File: src/verilog/eif_pkg.sv
// Purpose: constants shared by the external interrupt front end
// Assumes: clk is the high-frequency clock at 10 MHz
// Notes: filter figures are in clock periods of the sampling clock
package eif_pkg;

	// control register location and layout
	localparam logic [5:0] CTRL_ADDR = 6'h37;
	localparam logic [7:0] CTRL_RESET = 8'h00;
	localparam int NOISE_SEL_BIT = 7;
	localparam int PIN_SEL_BIT = 6;
	localparam int IN3_EDGE_HI = 5;
	localparam int IN3_EDGE_LO = 4;
	localparam int IN4_EDGE_HI = 3;
	localparam int IN4_EDGE_LO = 2;
	localparam int IN1_EDGE_BIT = 1;

	// clock rate
	localparam int CLK_HZ = 10000000;
	localparam int FC_HZ = 10000000;

	// noise figures in high-frequency periods (reject below, accept at or above)
	localparam int IN05_REJECT_FC = 2;
	localparam int IN05_ACCEPT_FC = 7;
	localparam int IN34_REJECT_FC = 7;
	localparam int IN34_ACCEPT_FC = 25;
	localparam int IN1_LONG_REJECT_FC = 63;
	localparam int IN1_LONG_ACCEPT_FC = 193;
	localparam int IN1_SHORT_REJECT_FC = 15;
	localparam int IN1_SHORT_ACCEPT_FC = 49;
	// slow mode figures in low-frequency periods, 3.5 kept as tenths
	localparam int SLOW_REJECT_FS = 1;
	localparam int SLOW_ACCEPT_FS_X10 = 35;
	// longest wait for a noise select change, in high-frequency periods
	localparam int NOISE_SEL_SETTLE_FC = 64;

	// stable-sample counts chosen between reject and accept figures
	localparam int FC_TO_CLK = CLK_HZ / FC_HZ;
	localparam int IN05_STABLE = ((IN05_REJECT_FC + IN05_ACCEPT_FC) / 2) * FC_TO_CLK;
	localparam int IN34_STABLE = ((IN34_REJECT_FC + IN34_ACCEPT_FC) / 2) * FC_TO_CLK;
	localparam int IN1_LONG_STABLE =
		((IN1_LONG_REJECT_FC + IN1_LONG_ACCEPT_FC) / 2) * FC_TO_CLK;
	localparam int IN1_SHORT_STABLE =
		((IN1_SHORT_REJECT_FC + IN1_SHORT_ACCEPT_FC) / 2) * FC_TO_CLK;
	localparam int SLOW_STABLE = (SLOW_REJECT_FS * 10 + SLOW_ACCEPT_FS_X10) / 20;
	localparam int FILT_CNT_W = 8;
	// filtered level after reset: the idle high level of the pins
	localparam logic FILT_RESET = 1'b1;

	// trigger modes
	typedef enum logic [1:0] {
		EIF_RISE = 2'b00,
		EIF_FALL = 2'b01,
		EIF_BOTH = 2'b10,
		EIF_HIGH = 2'b11
	} eif_mode_type;

endpackage

File: src/verilog/eif_ext_irq.sv
// Purpose: five external interrupt inputs with noise filters and latches
// Assumes: clk is the high-frequency clock; fs_tick pulses once per
//   low-frequency period; sfr strobes are one clk wide
// Notes: latch bit order is in0, in1, in3, in4, in5 (bits 0 to 4)
`timescale 1ns/1ps
module eif_ext_irq #(
	parameter int CNT_W = eif_pkg::FILT_CNT_W
) (
	input wire logic clk, // high-frequency clock
	input wire logic rst_n, // asynchronous reset, active low
	input wire logic ext_irq_in0, // shared port pin, falling edge
	input wire logic ext_irq_in1, // input 1 pin
	input wire logic ext_irq_in3, // input 3 pin
	input wire logic ext_irq_in4, // input 4 pin
	input wire logic ext_irq_in5, // input 5 pin, falling edge
	input wire logic slow_mode, // slow or sleep mode active
	input wire logic fs_tick, // one pulse per low-frequency period
	input wire logic master_irq_enable, // global enable flag
	input wire logic [4:0] irq_enable_register, // per-input enable flags
	input wire logic [4:0] latch_clr, // latch clear pulses from cpu
	input wire logic [5:0] sfr_addr, // special register address
	input wire logic [7:0] sfr_wdata, // write data
	input wire logic sfr_wr, // write strobe
	input wire logic sfr_rd, // read strobe
	output logic [7:0] sfr_rdata, // read data, registered
	output logic [4:0] irq_latch, // interrupt latches
	output logic in0_pin_is_irq // shared pin acting as interrupt
);
	localparam int NIN = 5;

	logic [7:0] ext_irq_control_r;
	logic in1_noise_select;
	logic in0_pin_select;
	logic [1:0] in3_edge_field;
	logic [1:0] in4_edge_field;
	logic in1_edge_bit;
	logic sel_ctrl;

	logic [NIN-1:0] pins;
	logic [NIN-1:0] filt;
	logic [NIN-1:0] hit;
	logic [NIN-1:0] allow;
	logic [NIN-1:0] set_req;
	logic sample_tick;
	logic [CNT_W-1:0] len_fast [NIN];
	logic [CNT_W-1:0] len_sel [NIN];
	eif_pkg::eif_mode_type mode [NIN];

	// size a stable count to the counter width
	function automatic logic [CNT_W-1:0] cnt_of(input int n);
		cnt_of = CNT_W'(n);
	endfunction

	// register address decode
	assign sel_ctrl = (sfr_addr == eif_pkg::CTRL_ADDR);

	// control register; bit 0 is not stored
	always_ff @(posedge clk or negedge rst_n) begin
		if (!rst_n) begin
			ext_irq_control_r <= eif_pkg::CTRL_RESET;
		end else if (sfr_wr && sel_ctrl) begin
			ext_irq_control_r <= {sfr_wdata[7:1], 1'b0};
		end
	end

	// field extraction
	assign in1_noise_select = ext_irq_control_r[eif_pkg::NOISE_SEL_BIT];
	assign in0_pin_select = ext_irq_control_r[eif_pkg::PIN_SEL_BIT];
	assign in3_edge_field = ext_irq_control_r[eif_pkg::IN3_EDGE_HI:eif_pkg::IN3_EDGE_LO];
	assign in4_edge_field = ext_irq_control_r[eif_pkg::IN4_EDGE_HI:eif_pkg::IN4_EDGE_LO];
	assign in1_edge_bit = ext_irq_control_r[eif_pkg::IN1_EDGE_BIT];

	// read data, zero for other addresses
	always_ff @(posedge clk or negedge rst_n) begin
		if (!rst_n) begin
			sfr_rdata <= 8'h00;
		end else if (sfr_rd) begin
			sfr_rdata <= sel_ctrl ? ext_irq_control_r : 8'h00;
		end
	end

	// shared pin is a general port until pin select is set
	assign in0_pin_is_irq = in0_pin_select;

	// pins in latch bit order
	assign pins = {ext_irq_in5, ext_irq_in4, ext_irq_in3, ext_irq_in1, ext_irq_in0};

	// sampling instant: every clk in fast modes, each fs period in slow
	assign sample_tick = slow_mode ? fs_tick : 1'b1;

	// fast-mode filter lengths per input
	always_comb begin
		len_fast[0] = cnt_of(eif_pkg::IN05_STABLE);
		len_fast[1] = in1_noise_select ? cnt_of(eif_pkg::IN1_SHORT_STABLE)
			: cnt_of(eif_pkg::IN1_LONG_STABLE);
		len_fast[2] = cnt_of(eif_pkg::IN34_STABLE);
		len_fast[3] = cnt_of(eif_pkg::IN34_STABLE);
		len_fast[4] = cnt_of(eif_pkg::IN05_STABLE);
	end

	// slow mode uses one shared length for all inputs
	always_comb begin
		for (int i = 0; i < NIN; i++) begin
			len_sel[i] = slow_mode ? cnt_of(eif_pkg::SLOW_STABLE) : len_fast[i];
		end
	end

	// trigger modes per input
	always_comb begin
		mode[0] = eif_pkg::EIF_FALL;
		mode[1] = in1_edge_bit ? eif_pkg::EIF_FALL : eif_pkg::EIF_RISE;
		mode[2] = eif_pkg::eif_mode_type'(in3_edge_field);
		mode[3] = eif_pkg::eif_mode_type'(in4_edge_field);
		mode[4] = eif_pkg::EIF_FALL;
	end

	// one filter and one detector per input
	for (genvar g = 0; g < NIN; g++) begin : g_in
		eif_noise_filter #(
			.CNT_W(CNT_W)
		) u_filt (
			.clk(clk),
			.rst_n(rst_n),
			.pin(pins[g]),
			.sample_tick(sample_tick),
			.stable_len(len_sel[g]),
			.filt(filt[g])
		);

		eif_edge_detect u_det (
			.clk(clk),
			.rst_n(rst_n),
			.filt(filt[g]),
			.mode(mode[g]),
			.hit(hit[g])
		);
	end

	// enable gating; input 0 also needs pin select
	always_comb begin
		allow = irq_enable_register & {NIN{master_irq_enable}};
		allow[0] = allow[0] & in0_pin_select;
	end

	assign set_req = hit & allow;

	// sticky latches, set beats clear, one cycle after detection
	always_ff @(posedge clk or negedge rst_n) begin
		if (!rst_n) begin
			irq_latch <= '0;
		end else begin
			irq_latch <= (irq_latch & ~latch_clr) | set_req;
		end
	end
endmodule

File: src/verilog/eif_noise_filter.sv
// Purpose: two-stage synchroniser and pulse-width noise filter for one pin
// Assumes: sample_tick marks each filter sampling instant
// Notes: output follows the pin only after stable_len agreeing samples
`timescale 1ns/1ps
module eif_noise_filter #(
	parameter int CNT_W = 8
) (
	input wire logic clk, // high-frequency clock
	input wire logic rst_n, // asynchronous reset, active low
	input wire logic pin, // raw external pin
	input wire logic sample_tick, // sampling qualifier
	input wire logic [CNT_W-1:0] stable_len, // samples needed to accept
	output logic filt // filtered level, registered
);
	logic sync1_r;
	logic sync2_r;
	logic [CNT_W-1:0] cnt_r;

	// two flip-flop synchroniser; first stage feeds only the second
	// reset to the idle high level, matching the detector's previous level
	always_ff @(posedge clk or negedge rst_n) begin
		if (!rst_n) begin
			sync1_r <= eif_pkg::FILT_RESET;
			sync2_r <= eif_pkg::FILT_RESET;
		end else begin
			sync1_r <= pin;
			sync2_r <= sync1_r;
		end
	end

	// count agreeing samples, drop short pulses
	always_ff @(posedge clk or negedge rst_n) begin
		if (!rst_n) begin
			cnt_r <= '0;
			filt <= eif_pkg::FILT_RESET; // no false edge after reset
		end else if (sync2_r == filt) begin
			cnt_r <= '0;
		end else if (sample_tick) begin
			if (cnt_r + 1'b1 >= stable_len) begin
				filt <= sync2_r;
				cnt_r <= '0;
			end else begin
				cnt_r <= cnt_r + 1'b1;
			end
		end
	end
endmodule

File: src/verilog/eif_edge_detect.sv
// Purpose: edge or level detection on one filtered input
// Assumes: filt comes from the noise filter of the same input
// Notes: level mode stays quiet until a rising edge after reset
`timescale 1ns/1ps
module eif_edge_detect (
	input wire logic clk, // high-frequency clock
	input wire logic rst_n, // asynchronous reset, active low
	input wire logic filt, // filtered level
	input wire eif_pkg::eif_mode_type mode, // trigger mode
	output logic hit // request this cycle
);
	logic prev_r;
	logic armed_r;
	logic rise;
	logic fall;

	// previous level; reset high so a pin high at release is no edge
	always_ff @(posedge clk or negedge rst_n) begin
		if (!rst_n) begin
			prev_r <= 1'b1;
		end else begin
			prev_r <= filt;
		end
	end

	assign rise = filt & ~prev_r;
	assign fall = ~filt & prev_r;

	// level mode armed only by a rising edge after reset
	always_ff @(posedge clk or negedge rst_n) begin
		if (!rst_n) begin
			armed_r <= 1'b0;
		end else if (rise) begin
			armed_r <= 1'b1;
		end
	end

	// mode decode
	always_comb begin
		case (mode)
			eif_pkg::EIF_RISE: hit = rise;
			eif_pkg::EIF_FALL: hit = fall;
			eif_pkg::EIF_BOTH: hit = rise | fall;
			eif_pkg::EIF_HIGH: hit = filt & armed_r;
			default: hit = 1'b0;
		endcase
	end
endmodule

File: config.mk
export PLATFORM = sky130hd
export DESIGN_NAME = eif_ext_irq
export DESIGN_NICKNAME = d
export VERILOG_FILES = /design/src/verilog/eif_pkg.sv /design/src/verilog/eif_ext_irq.sv /design/src/verilog/eif_noise_filter.sv /design/src/verilog/eif_edge_detect.sv
export SDC_FILE = /design/constraint.sdc
export NUM_CORES = 1
export LEC_CHECK = 0
export BUFFER_PORTS_ARGS = -buffer_cell sky130_fd_sc_hd__buf_2
export CAP_MARGIN = 20
export CORE_MARGIN = 4
export CORE_UTILIZATION = 50
export DETAILED_ROUTE_END_ITERATION = 7
export GPL_TIMING_DRIVEN = 1
export PLACE_DENSITY_LB_ADDON = 0.15
export SLEW_MARGIN = 20
export SYNTH_ARGS = -nofsm -noshare
export SYNTH_HDL_FRONTEND = slang
export SYNTH_SLANG_ARGS = --single-unit
File: constraint.sdc
create_clock -name clk -period 6.7 [get_ports clk]
set_input_delay 0.335 -clock clk [delete_from_list [all_inputs] [get_ports clk]]
set_output_delay 0.335 -clock clk [all_outputs]
set_load 0.01 [all_outputs]
==> results.toml, run 1 <==
[synthesis]
synth_top_area_cell = "dfrtp_1"
synth_cells = 396
synth.top_cell.area_share_pct = 37.1
synth_top_family_by_area = "simple AND/OR/NAND/NOR gates"
synth.mux.area_fraction_pct = 5.87
syn-num-nets = 452
synth_common_cells = "dfrtp_1 (61), nand2_1 (42), inv_1 (26), dfstp_2 (20), ha_1 (20)"
synth-simple-area-share_pct = 19.6
ys_seq_elements = 81
syn_area_per_cell_sq_um = 10.4
yosys_warnings = 0
synth-xor-area-share_pct = 3.41
synthFlopType = "dfrtp_1"
ys_seq_area_share_pct = 49.9
synth.most_common_cell = "dfrtp_1"
synthTopCellsByArea = "dfrtp_1 (37%), dfstp_2 (13%), ha_1 (6.1%), mux2_2 (4.4%), nand2_1 (3.8%)"
synthAdderAreaFrac_pct = 6.09
synth-edff-count = 0
async_reset_ff_share_pct = 100
synth-compound-area-share_pct = 11.8
synth.distinct_cells = 53
netlist_area_sq_mm = 0.00411

[cells_and_area]
drive_above_1_share_pct = 24.7
antennaDiodeCount = 0
fillCellCount = 662
area_growth_pct = 14.5
fin_nets = 505
postLayoutCellArea_sq_mm = 0.00471
seq_area_sq_mm = 0.00205
multi_input_area_sq_mm = 0.00193

[placement]
port_buffers = 47
placed_cell_area_sq_mm = 0.00445
hpwl_mm = 5.43
dp_slack_ns = 4.12
place.gp.congestion = 0.819

[floorplanning]
start_util_pct = 52.4
die_width_um = 98.7
num_rows = 32
die_y_um = 98.7
io_pins = 50
core_area_sq_mm = 0.00785
dieArea_sq_mm = 0.00974

[setup_path]
r2r_end = "g_in[1].u_filt.filt"
path_buf_inv = 1
start_kind = "register"
slowest_delay_ns = 0.48
worstSetupEndpointType = "register"
critPathKind = "reg2reg"
worstPathArrival_ns = 2.88
critPathMaxFanout = 11
critical_path_depth = 10
slowest_stage = "a311o_1"
path_cells = "inv_1 -> nor2_1 -> nand3_1 -> nor2_1 -> xor2_1 -> ha_1 -> nand3_1 -> a311o_1 -> a21oi_1 -> mux2_2"
critical_path.top_delay_family = "compound AO/OA/AOI/OAI gates"
crit_path_start = "g_in[1].u_filt.cnt_r[2]"
r2r-start = "g_in[1].u_filt.cnt_r[2]"
worstPathRequired_ns = 6.97
rr_worst_depth = 10
critPathCapture = "g_in[1].u_filt.filt"
reg2reg_setup_slack_ns = 4.09

[global_route]
grt.total_usage_pct = 16.9
grt_max_degree = 82
first_global_vias = 2902
grt_overflow = 0
antenna_found_initial = 0
grt_pass1_wl_mm = 13.5

[sta]
hold_viol_final = 0
finalWorstSetupSlack_ns = 4.09
fmax_ghz = 0.383
worst_pin_slew_ns = 0.541
finalClockSkew_ns = 0.00982
drv_slew = 0
rsz0062_at_grt = "false"
min_period_over_period_pct = 38.9
fin_tns_setup_ns = 0
maxSlewHeadroom_pct = 63.9
period_minus_slack_ns = 2.61
setup_viol = 0

[clock_tree]
root_buffer = "clkbuf_8"
insertion_delay_ns = 0.34
clk_pin_slew_worst_paths_ns = 0.08
cts_tree = "done"
clock_sinks = 81
cts_max_level = 3
cts_buffers = 9
cts.path.max_buffers = 2

[routing]
drc_errors = 0
dr.first_iter.drc_count = 111
dr.pass1.iters = 4
detail-route-antenna-nets = 0
vias = 3002
wl_per_cell_um = 13.9
wirelength_mm = 7.75
routed_via_density = 5.40

[outcome]
status = "finished clean"

[min_path]
holdPathStages = 1
holdCritStartpoint = "ext_irq_in0"
hold_path.class = "in2reg"

[power]
p_per_area_mw_per_mm2 = 295
p_leak_nw = 2.21
ir_drop_mv = 0.161
power_mw = 1.39

[job]
maxCapViolCount = 0
[cell type report]
cell class	instances	area share, %
clock inverters	6	1.91
repair buffers	50	5.85
inverters	26	2.07
multi-input cells	281	40.9
flip-flops and latches	81	43.6
clock buffers	10	2.92
well taps	102	2.71
[state kept, by name, indices dropped and copies added, names as in the netlist]
signal / count
g_in.u_filt.filt: 5
g_in.u_filt.sync1_r: 5
g_in.u_filt.cnt_r: 40
sfr_rdata: 7
g_in.u_det.armed_r: 2
ext_irq_control_r: 7
irq_latch: 5
g_in.u_det.prev_r: 5
g_in.u_filt.sync2_r: 5
[what timing repair did]
| item | in CTS | in global routing |
|---|---|---|
| hold buffers | 0 | 1 |
| buffers inserted | 0 | 0 |
| gates resized for setup | 0 | 0 |
| endpoints found under the hold margin | 0 | 25 |
[metal layers]
metal / part of all wire (%) / routed length, um / track usage, % / up-vias
met3: 4.9 / 381 / 4.46 / 14
met4: 1.7 / 132 / 5.99 / 0
met2: 45 / 3450 / 26.4 / 68
met1: 49 / 3780 / 22.7 / 1411
met5: 0 / 0 / 0 / -
li1: - / - / - / 1509
[metrics by stage]
stage / hold WS [ns] / utilization [%] / cells
floorplan: 0.0394 / - / 396
global placement: 0.346 / 56.7 / 538
detailed placement: 0.347 / 56.7 / 538
CTS: 0.0694 / 59.6 / 554
global route: 0.0520 / 60.0 / 556
finish: 0.0852 / 60.0 / 556
[worst reg2reg max path, cell delays in order (launching register included)]
cell and delay (ns):
dfrtp_1 0.46, inv_1 0.10, nor2_1 0.15, nand3_1 0.17, nor2_1 0.16, xor2_1 0.10
ha_1 0.31, nand3_1 0.08, a311o_1 0.48, a21oi_1 0.20, mux2_2 0.34
[cells in the final DEF (no fill, tap or decap), types with 10 or more instances in the layout]
master    count
dfrtp_1      61
nand3_1      18
nand2_1      42
o22ai_1      11
inv_1        26
clkbuf_8     10
nor2_1       18
a21oi_1      11
mux2_2       16
ha_1         20
dfstp_2      20
and2_1       18
nand2b_1     10
buf_2        46
[worst min-delay path by stage]
stage,end,slack (ns)
after global placement,g_in[4].u_filt.sync2_r,0.35
after CTS,g_in[2].u_filt.sync1_r,0.07
after global routing,g_in[2].u_filt.sync1_r,0.05
final,g_in[0].u_filt.sync1_r,0.09
after detailed placement,g_in[2].u_filt.sync2_r,0.35
after floorplan,ext_irq_control_r[1],0.04
[kinds of logic (layout without fill, tap and decap cells)]
kind of cell               after synthesis  after routing
other                                    1              1
AOI/OAI and AO/OA                       71             71
muxes                                   22             22
and+or+nand+nor                        151            151
xor gates and xnor gates                16             16
buffers and inverters                   34             92
adders and majority gates               20             20
DFF                                     81             81
[power breakdown]
part	switching, mW	internal (mW)
Clock	0.177	0.221
Combinational	0.181	0.150
Sequential	0.0728	0.585
Total	0.431	0.957
Note: power is estimated with default switching activity, not from simulation.
==> run 2, diff against run 1 <==
==> constraint.sdc (replaced) <==
create_clock -name clk -period 2.4 [get_ports clk]
set_input_delay 0.12 -clock clk [delete_from_list [all_inputs] [get_ports clk]]
set_output_delay 0.12 -clock clk [all_outputs]
set_load 0.01 [all_outputs]
==> results.toml, run 2 (same netlist as run 1, synthesis figures left out) <==
[sta]
period_minus_slack_ns = 2.35
hold_ws_ns = 0.00641
fmax_ghz = 0.426
rsz0062_at_grt = "true"
hold_viol_final = 0
maxSlewHeadroom_pct = 55.4
finalWorstSetupSlack_ns = 0.0525
fin_tns_setup_ns = 0
drv_slew = 0
worst_pin_slew_ns = 0.665
finalClockSkew_ns = 0.0129
min_period_over_period_pct = 97.8
setup_viol = 0

[cells_and_area]
final_common_cell = "dfrtp_1"
largest-register = "g_in.u_filt.cnt_r"
finish.utilization_pct = 64.6
fillCellCount = 644
fin_nets = 536
largest_reg_flops = 40
antennaDiodeCount = 0
postLayoutCellArea_sq_mm = 0.00507
mostFrequentLayoutCells = "dfrtp_1 (61), buf_2 (46), nand2_1 (41)"
area_growth_pct = 23.3
final_cells = 587
top_regs = "g_in.u_filt.cnt_r: 40 flops, ext_irq_control_r: 7 flops, sfr_rdata: 7 flops"
seq_area_sq_mm = 0.00205
multi_input_area_sq_mm = 0.00202
drive_above_1_share_pct = 29.3

[placement]
dp_slack_ns = -0.00966
place.gp.congestion = 0.841
numPlacedInstances = 550
hpwl_mm = 5.81
port_buffers = 47
placed_cell_area_sq_mm = 0.00455

[floorplanning]
dieArea_sq_mm = 0.00974
io_pins = 50
die_y_um = 98.7
die_width_um = 98.7
core_area_sq_mm = 0.00785
start_util_pct = 52.4
num_rows = 32

[outcome]
status = "finished clean"

[routing]
routed_via_density = 5.39
vias = 3165
wirelength_mm = 8.54
detail-route-antenna-nets = 0
drc_errors = 0
dr.first_iter.drc_count = 116
wl_per_cell_um = 14.6
dr.pass1.iters = 5

[clock_tree]
clock_sinks = 81
insertion_delay_ns = 0.35
cts_max_level = 3
clk_pin_slew_worst_paths_ns = 0.09
root_buffer = "clkbuf_8"
cts_tree = "done"
cts_buffers = 9
cts.path.max_buffers = 2

[power]
ir_drop_mv = 0.445
p_per_area_mw_per_mm2 = 792
p_leak_nw = 2.37
power_mw = 4.01

[global_route]
grt_pass1_wl_mm = 14.0
grt_max_degree = 50
first_global_vias = 3014
grt_overflow = 0
grt.total_usage_pct = 17.7
antenna_found_initial = 0

[setup_path]
start_kind = "register"
slowest_stage = "dfrtp_1"
critPathKind = "reg2reg"
slowest_delay_ns = 0.37
worstSetupEndpointType = "register"
worstPathRequired_ns = 2.64
critPathMaxFanout = 5
worstPathArrival_ns = 2.59
path_cells = "nand2_2 -> nor2_4 -> nand3_4 -> xnor2_1 -> ha_1 -> nand2_1 -> mux2_4 -> a41o_1 -> nor3b_4 -> a31oi_1 -> mux2i_1"

[min_path]
hold_path.class = "in2reg"

[job]
maxCapViolCount = 0
## run 2: report_power, final
group          total, mW  internal (mW)  leakage, nW  switching [mW]
logic               1.06          0.499         1.22           0.566
clock network       1.13          0.639        0.115           0.491
registers           1.82           1.63         1.04           0.186
total               4.01           2.77         2.37            1.24
## run 2: final timing paths
kind	from	end	slack, ns	cells past startpoint
worst max-delay path	g_in[1].u_filt.cnt_r[1]	g_in[1].u_filt.cnt_r[4]	0.05	11
worst min-delay path	sfr_wdata[2]	ext_irq_control_r[2]	0.006	2
worst max register to register	g_in[1].u_filt.cnt_r[1]	g_in[1].u_filt.cnt_r[4]	0.05	11
worst min register to register	g_in[3].u_filt.sync1_r	g_in[3].u_filt.sync2_r	0.36	0
max in group asynchronous	rst_n	g_in[1].u_filt.sync2_r	1.49	3
min in group asynchronous	rst_n	g_in[1].u_filt.cnt_r[2]	0.25	2
## run 2: worst max-delay path: cells and delay by family, from the launching register on
family,cells,cell delay (ns)
xor+xnor,1,0.14
flops,1,0.37
mux,2,0.36
fa+ha+maj,1,0.31
compound gates,2,0.46
simple gates,5,0.58
## run 2: what timing repair did
action,in CTS,in global routing
setup endpoints to repair,6,17
gates resized for setup,2,21
buffers inserted,0,4
cloned,1,0
pin swaps,1,14
hold endpoints to repair,34,2
hold buffers,14,2
## run 2: final cells by class
cell class | instances | area share, %
Sequential cell | 81 | 40.5
Multi-Input combinational cell | 282 | 39.9
Timing Repair Buffer | 80 | 10.6
Clock buffer | 11 | 2.99
Tap cell | 102 | 2.52
Inverter | 26 | 1.93
Clock inverter | 5 | 1.53
## run 2: metal layers
layer / wire [um] / vias up / track usage (%)
met5: 0 / - / 0
met4: 68 / 0 / 5.04
met3: 463 / 8 / 4.32
met2: 4040 / 69 / 29.0
met1: 3970 / 1507 / 23.5
li1: - / 1581 / -
